**src/hw/adcsc_pkg.sv**
```systemverilog
// Purpose: shared constants and types for the converter sequencer control
// Assumes: register index i sits at byte address i on the plain register port
// Notes: phase counts are in converter clock cycles
package adcsc_pkg;

  localparam int ADCSC_ADDR_W = 2;
  localparam logic [1:0] ADCSC_CTRL_OFF = 2'h0;
  localparam logic [1:0] ADCSC_RESULT_OFF = 2'h1;
  localparam logic [1:0] ADCSC_STATUS_OFF = 2'h2;

  localparam logic [7:0] ADCSC_CTRL_RST = 8'h00;
  localparam logic [7:0] ADCSC_RESULT_RST = 8'h00;

  localparam int ADCSC_CHAN_HI = 7;
  localparam int ADCSC_CHAN_LO = 5;
  localparam int ADCSC_DIFF_BIT = 4;
  localparam int ADCSC_CONT_BIT = 3;
  localparam int ADCSC_PRE_HI = 2;
  localparam int ADCSC_PRE_LO = 0;
  localparam int ADCSC_BUSY_BIT = 0;
  localparam int ADCSC_POWER_BIT = 1;

  localparam logic [2:0] ADCSC_PRE_OFF = 3'h0;
  localparam logic [4:0] ADCSC_DIV_1 = 5'h01;
  localparam logic [4:0] ADCSC_DIV_2 = 5'h02;
  localparam logic [4:0] ADCSC_DIV_4 = 5'h04;
  localparam logic [4:0] ADCSC_DIV_6 = 5'h06;
  localparam logic [4:0] ADCSC_DIV_12 = 5'h0c;
  localparam logic [4:0] ADCSC_DIV_8 = 5'h08;
  localparam logic [4:0] ADCSC_DIV_16 = 5'h10;

  localparam logic [3:0] ADCSC_SAMPLE_CYC = 4'h2;
  localparam logic [3:0] ADCSC_CONVERT_CYC = 4'h8;
  localparam logic [3:0] ADCSC_LOAD_CYC = 4'h1;
  localparam logic [3:0] ADCSC_DESEL_CYC = 4'h1;

  typedef enum logic [2:0] {
    ADCSC_ST_OFF,
    ADCSC_ST_ARM,
    ADCSC_ST_SAMPLE,
    ADCSC_ST_CONVERT,
    ADCSC_ST_LOAD,
    ADCSC_ST_DESEL
  } adcsc_state_e;

  typedef struct packed {
    logic power_up;
    logic sample;
    logic select;
    logic load_clk;
    logic diff;
    logic [2:0] vin_pos;
    logic [2:0] vin_neg;
  } adcsc_core_s;

endpackage

```
**src/hw/adcsc_top.sv**
```systemverilog
// Purpose: control of an 8-channel successive approximation converter core
// Assumes: ref_clk is the core oscillator input clock; core_done and core_data
//   come from the converter core on ref_clk; halt_idle is on ref_clk too
// Notes: the converter clock is a one-cycle tick that marks its falling edge
//
// What this block does
// RQ1 - control bits 7..5 pick the positive input; single-ended uses code directly
// RQ2 - differential: even code 2k is 2k vs 2k+1, odd code reverses the pair
// RQ3 - bits 4..3 pick single-ended/differential and single/continuous
// RQ4 - bits 2..0: 000 stops clock, else divide by 1,2,4,6,12,8,16
// RQ5 - accepted control write starts a conversion unless prescaler is zero
// RQ6 - conversion begins and converter powers up in the write cycle
// RQ7 - sample high two converter cycles from first falling edge after write
// RQ8 - converter select rises at the middle of the sample period
// RQ9 - single modes: conversion complete powers the converter down
// RQ10 - continuous modes: deselect one converter cycle, then sample again
// RQ11 - result register loads only after load clock falls, never while high
// RQ12 - while busy, writes to all control bits except busy are ignored
// RQ13 - busy clears on completion or by software before setting changes
// RQ14 - after a stop, one control write sets new values and starts
// RQ15 - converter clock rate is oscillator clock over the prescaler value
// RQ16 - software keeps converter clock between 100 kHz and 1.67 MHz
// RQ17 - conversion is reset, two sample, eight convert, one load cycles
// RQ18 - the result register is read-only; writes to it do nothing
// RQ19 - halt or idle powers down; running conversion restarts on leaving
// RQ20 - reset clears control and powers the converter down
// RQ21 - busy sets on start; single clears at result load, continuous stays
//
// Implementation choices: the plain strobed port and the register offsets.
`timescale 1ns/1ns
module adcsc_top (
  input wire logic ref_clk,
  input wire logic resetn,
  input wire logic [adcsc_pkg::ADCSC_ADDR_W-1:0] reg_addr,
  input wire logic [7:0] reg_wdata,
  input wire logic reg_wr,
  input wire logic reg_rd,
  output logic [7:0] reg_rdata,
  input wire logic halt_idle,
  input wire logic core_done,
  input wire logic [7:0] core_data,
  output adcsc_pkg::adcsc_core_s core_ctl,
  output logic conv_clk_tick
);
  import adcsc_pkg::*;

  logic [7:0] adc_control_reg;
  logic [7:0] adc_result_reg;
  logic conversion_busy_flag;
  logic restart_reg;
  logic [7:0] data_hold_reg;
  logic done_seen_reg;
  logic [4:0] div_cnt_reg;
  logic tick_reg;
  logic [3:0] phase_cnt_reg;
  adcsc_state_e state_reg;
  adcsc_core_s core_reg;
  logic power_up_reg;
  logic sample_reg;
  logic select_reg;
  logic load_clk_reg;
  logic diff_reg;
  logic [2:0] vin_pos_reg;
  logic [2:0] vin_neg_reg;

  logic ctrl_wr;
  logic start;
  logic stop_sw;
  logic [4:0] div_val;
  logic [2:0] chan;
  logic phase_last;
  logic complete;
  logic run_ok;
  logic single_done;
  logic power_next;
  logic sample_next;
  logic select_next;
  logic load_next;

  // writes are only taken while idle, so a busy block keeps its settings
  assign ctrl_wr = reg_wr && reg_addr == ADCSC_CTRL_OFF && !conversion_busy_flag; // RQ12
  assign start = ctrl_wr && reg_wdata[ADCSC_PRE_HI:ADCSC_PRE_LO] != ADCSC_PRE_OFF; // RQ5 RQ14
  assign stop_sw = reg_wr && reg_addr == ADCSC_STATUS_OFF && !reg_wdata[ADCSC_BUSY_BIT]; // RQ13
  assign chan = adc_control_reg[ADCSC_CHAN_HI:ADCSC_CHAN_LO];
  assign phase_last = tick_reg && phase_cnt_reg == 4'h1;
  assign complete = state_reg == ADCSC_ST_LOAD && phase_last && done_seen_reg;
  // halt, idle or a software stop silence every core phase at once
  assign run_ok = !halt_idle && !stop_sw;
  assign single_done = complete && !adc_control_reg[ADCSC_CONT_BIT];

  always_comb begin
    unique case (adc_control_reg[ADCSC_PRE_HI:ADCSC_PRE_LO]) // RQ4
      3'h1: div_val = ADCSC_DIV_1;
      3'h2: div_val = ADCSC_DIV_2;
      3'h3: div_val = ADCSC_DIV_4;
      3'h4: div_val = ADCSC_DIV_6;
      3'h5: div_val = ADCSC_DIV_12;
      3'h6: div_val = ADCSC_DIV_8;
      3'h7: div_val = ADCSC_DIV_16;
      default: div_val = 5'h00;
    endcase
  end

  // control register
  always_ff @(posedge ref_clk or negedge resetn) begin
    if (!resetn) begin
      adc_control_reg <= ADCSC_CTRL_RST; // RQ20
    end else if (ctrl_wr) begin
      adc_control_reg <= reg_wdata; // RQ3 RQ14
    end
  end

  // prescaler; restarting the count on a start keeps the first edge a full period away
  always_ff @(posedge ref_clk or negedge resetn) begin
    if (!resetn) begin
      div_cnt_reg <= 5'h00;
    end else if (start || div_val == 5'h00 || state_reg == ADCSC_ST_OFF) begin
      div_cnt_reg <= 5'h00;
    end else if (div_cnt_reg == div_val - 5'h01) begin
      div_cnt_reg <= 5'h00;
    end else begin
      div_cnt_reg <= div_cnt_reg + 5'h01;
    end
  end

  always_ff @(posedge ref_clk or negedge resetn) begin
    if (!resetn) begin
      tick_reg <= 1'b0;
    end else begin
      tick_reg <= !start && div_val != 5'h00 && state_reg != ADCSC_ST_OFF
        && div_cnt_reg == div_val - 5'h01; // RQ15
    end
  end

  assign conv_clk_tick = tick_reg;

  // busy flag and the pending restart after halt or idle
  always_ff @(posedge ref_clk or negedge resetn) begin
    if (!resetn) begin
      conversion_busy_flag <= 1'b0;
    end else if (start) begin
      conversion_busy_flag <= 1'b1; // RQ21
    end else if (stop_sw) begin
      conversion_busy_flag <= 1'b0; // RQ13
    end else if (complete && !adc_control_reg[ADCSC_CONT_BIT]) begin
      conversion_busy_flag <= 1'b0; // RQ21
    end
  end

  always_ff @(posedge ref_clk or negedge resetn) begin
    if (!resetn) begin
      restart_reg <= 1'b0;
    end else if (halt_idle && conversion_busy_flag && state_reg != ADCSC_ST_OFF) begin
      restart_reg <= 1'b1; // RQ19
    end else if (!halt_idle || stop_sw) begin
      restart_reg <= 1'b0;
    end
  end

  // sequencer
  always_ff @(posedge ref_clk or negedge resetn) begin
    if (!resetn) begin
      state_reg <= ADCSC_ST_OFF; // RQ20
      phase_cnt_reg <= 4'h0;
    end else if (halt_idle || stop_sw) begin
      state_reg <= ADCSC_ST_OFF; // RQ19
      phase_cnt_reg <= 4'h0;
    end else if (start || restart_reg) begin
      state_reg <= ADCSC_ST_ARM; // RQ6 RQ19
      phase_cnt_reg <= 4'h0;
    end else if (tick_reg) begin
      unique case (state_reg)
        ADCSC_ST_OFF: begin
          phase_cnt_reg <= 4'h0;
        end
        ADCSC_ST_ARM: begin
          state_reg <= ADCSC_ST_SAMPLE; // RQ7 RQ17
          phase_cnt_reg <= ADCSC_SAMPLE_CYC;
        end
        ADCSC_ST_SAMPLE: begin
          if (phase_last) begin
            state_reg <= ADCSC_ST_CONVERT; // RQ17
            phase_cnt_reg <= ADCSC_CONVERT_CYC;
          end else begin
            phase_cnt_reg <= phase_cnt_reg - 4'h1;
          end
        end
        ADCSC_ST_CONVERT: begin
          if (phase_last) begin
            state_reg <= ADCSC_ST_LOAD; // RQ17
            phase_cnt_reg <= ADCSC_LOAD_CYC;
          end else begin
            phase_cnt_reg <= phase_cnt_reg - 4'h1;
          end
        end
        ADCSC_ST_LOAD: begin
          // a core that is late with its done keeps the load phase open
          if (complete && adc_control_reg[ADCSC_CONT_BIT]) begin
            state_reg <= ADCSC_ST_DESEL; // RQ10
            phase_cnt_reg <= ADCSC_DESEL_CYC;
          end else if (complete) begin
            state_reg <= ADCSC_ST_OFF; // RQ9
            phase_cnt_reg <= 4'h0;
          end
        end
        ADCSC_ST_DESEL: begin
          if (phase_last) begin
            state_reg <= ADCSC_ST_SAMPLE; // RQ10
            phase_cnt_reg <= ADCSC_SAMPLE_CYC;
          end else begin
            phase_cnt_reg <= phase_cnt_reg - 4'h1;
          end
        end
        // an illegal code parks the sequencer powered down
        default: begin
          state_reg <= ADCSC_ST_OFF;
          phase_cnt_reg <= 4'h0;
        end
      endcase
    end
  end

  // core result capture and transfer
  always_ff @(posedge ref_clk or negedge resetn) begin
    if (!resetn) begin
      data_hold_reg <= 8'h00;
    end else if (core_done) begin
      data_hold_reg <= core_data;
    end
  end

  // a done landing with the clear wins, so a late core answer is not lost
  always_ff @(posedge ref_clk or negedge resetn) begin
    if (!resetn) begin
      done_seen_reg <= 1'b0;
    end else if (core_done) begin
      done_seen_reg <= 1'b1;
    end else if (complete || state_reg == ADCSC_ST_ARM || state_reg == ADCSC_ST_OFF) begin
      done_seen_reg <= 1'b0;
    end
  end

  always_ff @(posedge ref_clk or negedge resetn) begin
    if (!resetn) begin
      adc_result_reg <= ADCSC_RESULT_RST;
    end else if (complete) begin
      // load clock is dropping at this edge, so a read never sees a half value
      adc_result_reg <= data_hold_reg; // RQ11 RQ18
    end
  end

  // converter core controls, each phase output in its own flip-flop
  // select stays up from mid-sample to the end of load so the core keeps its input
  always_comb begin
    power_next = run_ok && (start || restart_reg
      || (state_reg != ADCSC_ST_OFF && !single_done));
    sample_next = run_ok && ((state_reg == ADCSC_ST_SAMPLE && !phase_last)
      || (tick_reg && (state_reg == ADCSC_ST_ARM
      || (state_reg == ADCSC_ST_DESEL && phase_last))));
    select_next = run_ok && ((state_reg == ADCSC_ST_SAMPLE && tick_reg
      && phase_cnt_reg == ADCSC_SAMPLE_CYC)
      || (select_reg && state_reg != ADCSC_ST_DESEL && !complete
      && state_reg != ADCSC_ST_ARM && state_reg != ADCSC_ST_OFF));
    load_next = run_ok && ((state_reg == ADCSC_ST_LOAD && !complete)
      || (state_reg == ADCSC_ST_CONVERT && phase_last));
  end

  always_ff @(posedge ref_clk or negedge resetn) begin
    if (!resetn) begin
      power_up_reg <= 1'b0; // RQ20
    end else begin
      power_up_reg <= power_next; // RQ6 RQ9 RQ19
    end
  end

  always_ff @(posedge ref_clk or negedge resetn) begin
    if (!resetn) begin
      sample_reg <= 1'b0;
    end else begin
      sample_reg <= sample_next; // RQ7
    end
  end

  always_ff @(posedge ref_clk or negedge resetn) begin
    if (!resetn) begin
      select_reg <= 1'b0;
    end else begin
      select_reg <= select_next; // RQ8 RQ10
    end
  end

  always_ff @(posedge ref_clk or negedge resetn) begin
    if (!resetn) begin
      load_clk_reg <= 1'b0;
    end else begin
      load_clk_reg <= load_next; // RQ11
    end
  end

  always_ff @(posedge ref_clk or negedge resetn) begin
    if (!resetn) begin
      diff_reg <= 1'b0;
    end else begin
      diff_reg <= adc_control_reg[ADCSC_DIFF_BIT]; // RQ3
    end
  end

  always_ff @(posedge ref_clk or negedge resetn) begin
    if (!resetn) begin
      vin_pos_reg <= 3'h0;
    end else begin
      vin_pos_reg <= chan; // RQ1
    end
  end

  // the partner code is kept even in single-ended mode, where the core ignores it
  always_ff @(posedge ref_clk or negedge resetn) begin
    if (!resetn) begin
      vin_neg_reg <= 3'h0;
    end else begin
      vin_neg_reg <= {chan[2:1], ~chan[0]}; // RQ2
    end
  end

  assign core_reg = '{power_up: power_up_reg, sample: sample_reg, select: select_reg,
    load_clk: load_clk_reg, diff: diff_reg, vin_pos: vin_pos_reg, vin_neg: vin_neg_reg};

  assign core_ctl = core_reg;

  // register reads, answered one cycle after the strobe
  always_ff @(posedge ref_clk or negedge resetn) begin
    if (!resetn) begin
      reg_rdata <= 8'h00;
    end else if (reg_rd) begin
      unique case (reg_addr)
        ADCSC_CTRL_OFF: reg_rdata <= adc_control_reg;
        ADCSC_RESULT_OFF: reg_rdata <= adc_result_reg;
        ADCSC_STATUS_OFF: reg_rdata <= {6'h00, core_reg.power_up, conversion_busy_flag};
        default: reg_rdata <= 8'h00;
      endcase
    end else begin
      reg_rdata <= 8'h00;
    end
  end

endmodule

```
**config.mk**
```make
export PLATFORM = sky130hd
export DESIGN_NAME = adcsc_top
export DESIGN_NICKNAME = d
export VERILOG_FILES = /design/src/hw/adcsc_pkg.sv /design/src/hw/adcsc_top.sv
export SDC_FILE = /design/constraint.sdc
export NUM_CORES = 1
export LEC_CHECK = 0
export ABC_AREA = 1
export BUFFER_PORTS_ARGS = -buffer_cell sky130_fd_sc_hd__buf_2
export CORE_UTILIZATION = 40
export CTS_BUF_LIST = sky130_fd_sc_hd__clkbuf_4
export CTS_CLUSTER_DIAMETER = 60
export CTS_CLUSTER_SIZE = 14
export DETAILED_ROUTE_END_ITERATION = 12
export PLACE_DENSITY = 0.61
export RECOVER_POWER = 100
export SYNTH_ARGS = -nofsm -noshare
export SYNTH_HDL_FRONTEND = slang
export SYNTH_SLANG_ARGS = --single-unit
```
**constraint.sdc**
```tcl
create_clock -name ref_clk -period 3.7 [get_ports ref_clk]
set_input_delay 0.185 -clock ref_clk [delete_from_list [all_inputs] [get_ports ref_clk]]
set_output_delay 0.185 -clock ref_clk [all_outputs]
set_load 0.03 [all_outputs]
```
* Word-level counts from Yosys, hierarchy flattened *
Index checks and enable logic that the tools add are counted.

cells by class
  add/sub/neg operators = 3
  $mul = 0
  divide/modulo/power cells = 0
  magnitude comparators = 0
  eq/ne operators = 24
  shift-type cells = 0
  multiplexer cells = 30
  bitwise gates (word level) = 1
  reductions and logical operators = 65

operator list
  operator             count
  $pmux 5 s7           1
  $logic_and 1x1->1    32
  $mux 4               8
  $mux 3               8
  $pmux 8 s3           1
  $pmux 4 s5           1
  $eq 3x3->1 const B   6
  $pmux 3 s6           1
  $eq 3x2->1 const B   4
  $logic_or 1x1->1     12
  $ne 4x4->1 const B   3
  $reduce_bool 3->1    4
  $mux 5               2
  $logic_not 1->1      9
  $mux 8               1
  $mux 1               7
  $eq 3x1->1 const B   2
  $reduce_and 6->1     1
  $add 5x1->5 const B  1
  $eq 5x5->1           1
  $logic_not 5->1      1
  $ne 5x2->1 const B   1
  $reduce_bool 5->1    1
  $sub 5x1->5 const B  1
  other kinds (13)     14

word-level totals
  register bits = 59
  bits in latches = 0
  memory bits (writable) = 0
  bits in read-only memories = 0
  input bits = 24
  output and inout bits = 20
  logic and storage cells = 141
  memories = 0

* Depth between registers and ports, before layout *
  word-level depth = 10
  depth in mapped cells = 13
  depth with buffers taken out = 13

* Least setup slack after synthesis *
Ideal clock, no wire load.

  kind = register -> register
  start = register adc_control_reg[0]
  end = register div_cnt_reg[0]
  library setup time = 0.121 ns
  arrival time = 1.695 ns
  data required time = 3.579 ns
  slack = 1.883 ns
  cell stages (with the launch flop) = 11
  clock period less this slack = 1.817 ns
  cell sequence = dfrtp_1 > inv_1 > o21ai_0 > or2_2 > ha_1 > xor2_1 > nand3_1 > nor2_1 > nand2_1 > nand2_1 > nor2_1

between the ends
  word-level cells in the longest chain between the ends = 6

ends and longest elaborated chain
  element                                                RTL line                            source
  start: declaration                                     adcsc_top.sv:47                     logic [7:0] adc_control_reg;
  start signal: assignment                               adcsc_top.sv:109                    adc_control_reg <= reg_wdata;
  $eq 3x3->1 (tied with other cells)                     adcsc_top.sv:92                     unique case (adc_control_reg[ADCSC_PRE_HI:ADCSC_PRE_LO])
  $pmux 5 s7 *                                           adcsc_top.sv:92
  $sub 5x1->5 / $logic_not 5->1 (equally long branches)  adcsc_top.sv:119, adcsc_top.sv:117
  $eq 5x5->1 / $logic_or 1x1->1 (equally long branches)  adcsc_top.sv:119, adcsc_top.sv:117
  $mux 5 / $logic_or 1x1->1 (equally long branches)      adcsc_top.sv:119, adcsc_top.sv:117
  $mux 5 *                                               adcsc_top.sv:117                    end else if (start || div_val == 5'h00 || state_reg == ADCSC_ST_OFF) begin
  end signal: assignment                                 adcsc_top.sv:122                    div_cnt_reg <= div_cnt_reg + 5'h01;
  end: declaration                                       adcsc_top.sv:53                     logic [4:0] div_cnt_reg;

Mark *: on every way between the ends. The rest lies on a longest branch, timed or not.
A chain may end at the register's enable or synchronous reset.

* Worst setup path after layout *
  start = register phase_cnt_reg[1]
  end = register power_up_reg

between the ends
  word-level cells in the longest chain between the ends = 9

ends and longest elaborated chain
  element                         RTL line          source
  start: declaration              adcsc_top.sv:55   logic [3:0] phase_cnt_reg;
  start signal: assignment        adcsc_top.sv:185  phase_cnt_reg <= phase_cnt_reg - 4'h1;
  start signal: assignment        adcsc_top.sv:193  phase_cnt_reg <= phase_cnt_reg - 4'h1;
  start signal: assignment        adcsc_top.sv:211  phase_cnt_reg <= phase_cnt_reg - 4'h1;
  $eq 4x1->1                      adcsc_top.sv:85   assign phase_last = tick_reg && phase_cnt_reg == 4'h1;
  $logic_and 1x1->1               adcsc_top.sv:85
  $logic_and 1x1->1 (2 in a row)  adcsc_top.sv:86   assign complete = state_reg == ADCSC_ST_LOAD && phase_last && done_seen_reg;
  $logic_and 1x1->1               adcsc_top.sv:89   assign single_done = complete && !adc_control_reg[ADCSC_CONT_BIT];
  $logic_not 1->1                 adcsc_top.sv:256  || (state_reg != ADCSC_ST_OFF && !single_done));
  $logic_and 1x1->1               adcsc_top.sv:256
  $logic_or 1x1->1                adcsc_top.sv:256
  $logic_and 1x1->1               adcsc_top.sv:255  power_next = run_ok && (start || restart_reg
  net power_next                  adcsc_top.sv:75   logic power_next;
  end signal: assignment          adcsc_top.sv:272  power_up_reg <= power_next;
  end: declaration                adcsc_top.sv:58   logic power_up_reg;

The timed path passes the listed nets, and every way through them passes these cells.

==> summary.txt <==
Crit Path Category: reg2reg
Fin nets: 433
Wire length on met3: 275 um
Die X: 85.6 um
Clock buffer count from CTS: 9
Initial core utilization: 0.413
Max Freq: 417 MHz
CTS clk-pin slew, worst paths: 0.10 ns
Tot GR Track Use: 0.178
H-tree levels: 3
Worst-path fanout max: 14
Dpl hpwl: 4360 um
RSZ-0062 raised after global routing: false
Syn Inst Count: 347
Clock latency on the worst-skew pair: 0.40 ns
Layout cells sized above 1: 0.130
Post-Synth Simple-Gate Area: 0.296
Clock Power Share: 0.260
Max_cap viols: 0
Switching power of the nets: 0.000621 W
Top cells by area, synth: dfrtp_1, nand2_1, inv_1, nand3_1, nor2_1
Fin crit share: 0.648
Buf+Inv Stages, Crit Path: 3
Core Area: 6760 um^2
Synth unique cells: 30
Pins Over Slew Limit: 0
CTS Buffer Depth: 2
Worst setup EP type: flop
VDD IR max: 0.128 mV
Post-synthesis xor/xnor area fraction: 0.0125
Initial DRC Count: 155
Pwr dens: 521 nW/um^2
Worst Clk Skew: 0.0214 ns
Worst-Margin Slew: 1.08 ns
CTS root buf: clkbuf_4
Synth warn: 0
Via density: 4.73
Avg Cell Area, Syn: 8.05 um^2
Top-area cell type share of the netlist area: 0.511
Final Critical Period: 2.40 ns
Area grow syn2layout: 16.3%
Met2 WL: 2510 um
Combinational Power Share: 0.272
Reg power frac: 0.467
Die Span Y: 85.6 um
Total power: 0.00169 W
Via count: 2,311
Ports: 44
CP cell instances: inv_1, ha_1, nand2_1, clkinv_1, nand2_1, nor2_1, inv_1, o21ai_0, a21oi_1
Worst min-delay path category: in2reg
CP top delay family: simple AND/OR/NAND/NOR gates
Post-CTS Setup Repair Bufs: 0
Per-cell routed wire length: 12.0 um
Largest net degree at the start of global routing: 40
Antenna cells: 0
Die Area: 7320 um^2
Setup_tns: 0 ns
Crit-path max cell delay: 0.68 ns
Uppermost layer routed: met4
Internal: 0.00107 W
Synth Area in Adders: 0.0224
Gr ovfl total: 0
Cell taking the most area after synthesis: dfrtp_1
Total leakage power: 1.70 nW
Most frequent cells in the layout: nand2_1, dfrtp_1, inv_1
Met1 Wirelength: 2990 um
Post-synth net total: 376
Post-synthesis mux area share: 0
Commonest non-fill, non-tap cell in the layout: nand2_1
Post-route ant nets: 0
CTS Sinks: 57
Final wirelength: 5850 um
TritonRoute pass-1 iters: 4
Slowest CP cell: nor2_1
Final Worst Setup Slack: 1.30 ns
Worst path required time: 3.96 ns
Row count: 30
Synth Area in Compound Gates: 0.0780
Pre-CTS setup slack: 1.70 ns
CTS tree: yes
First-pass GRT wire length: 10,100 um
PortBufs: 43
Post-synth design cell area: 2790 um^2
Fin Hold WS: 0.0188 ns
Worst rel slew slack: 0.279
Post-synthesis sequential area ratio: 0.511
Post_cts resized: 0
Antenna violations before repair: 0
Vias in the first global route: 2,214
Final hold violation count: 0
Combinational family with the most area after synthesis: simple AND/OR/NAND/NOR gates
Status: finished clean
Crit start category: flop
Placer's final routability congestion estimate: 0.879
Final Setup Violations: 0
Worst Path Arrival: 2.65 ns
Post-route DRC: 0
Switching Fraction: 0.367
Yosys reg bits: 57
==> path summary, 6_finish.rpt <==
| kind | from | to | slack [ns] | depth (start not counted) |
|---|---|---|---|---|
| max | phase_cnt_reg[1] | power_up_reg | 1.30 | 9 |
| min | core_data[6] | data_hold_reg[6] | 0.02 | 3 |
| max reg2reg | phase_cnt_reg[1] | power_up_reg | 1.30 | 9 |
| min reg2reg | adc_control_reg[6] | vin_neg_reg[1] | 0.42 | 0 |
| max in group asynchronous | resetn | reg_rdata[3] | 1.72 | 3 |
| min in group asynchronous | resetn | phase_cnt_reg[1] | 0.50 | 2 |
==> routing by layer <==
metal / vias up / track usage
met2: 64 / 0.271
met5: - / 0
met1: 1045 / 0.246
met3: 7 / 0.0366
li1: 1195 / -
met4: 0 / 0.0773
==> worst min-delay path, cell delays in order <==
cell and delay, ns:
buf_2 0.08, nand2_1 0.05, nand2_1 0.06
==> power groups by stage <==
stage,registers [W],clock network [W],logic [W]
floorplan,0.000836,0,0.000318
global placement,0.000798,0,0.000463
detailed placement,0.000802,0,0.000469
CTS,0.000789,0.000447,0.000480
global route,0.000805,0.000479,0.000524
finish,0.000791,0.000440,0.000461
==> synthesized netlist by cell type (all sizes together) <==
library cell	count
a211oi	1
a21oi	13
a31oi	1
buf	8
clkbuf	2
clkinv	1
dfrtp	57
ha	5
inv	41
nand2	129
nand3	24
nand3b	1
nand4	3
nor2	32
nor3	1
o211ai	1
o21ai	16
o21bai	2
o22ai	1
o31ai	2
or2	2
xnor2	1
xor2	3
==> cell families (layout without fill, tap and decap cells) <==
logic type	Yosys count	after routing
AOI/OAI and AO/OA	37	37
xor gates and xnor gates	4	4
adders and majority gates	5	5
buffers and inverters	52	114
DFF	57	57
and+or+nand+nor	192	192
==> metrics by stage <==
stage | cell area, um^2 | std cells | util
3_3_place_gp | 3050 | 461 | 0.451
3_5_place_dp | 3050 | 461 | 0.451
6_report | 3250 | 489 | 0.481
4_1_cts | 3300 | 489 | 0.489
2_1_floorplan | 2790 | 347 | -
5_1_grt | 3250 | 489 | 0.481
==> layout make-up <==
cell class | instances | area, um^2
multi-input combinational | 238 | 1110
inverter | 42 | 158
fill | 709 | 3510
timing repair buffer | 56 | 314
clock inverter | 6 | 58.8
sequential | 57 | 1430
tap | 80 | 100
clock buffer | 10 | 75.1
==> timing repair <==
item / CTS / global route
hold endpoints to repair: 29 / 0
hold buffers: 12 / 0
setup endpoints to repair: 0 / 0
No activity file was read; power rests on OpenSTA's default activity.
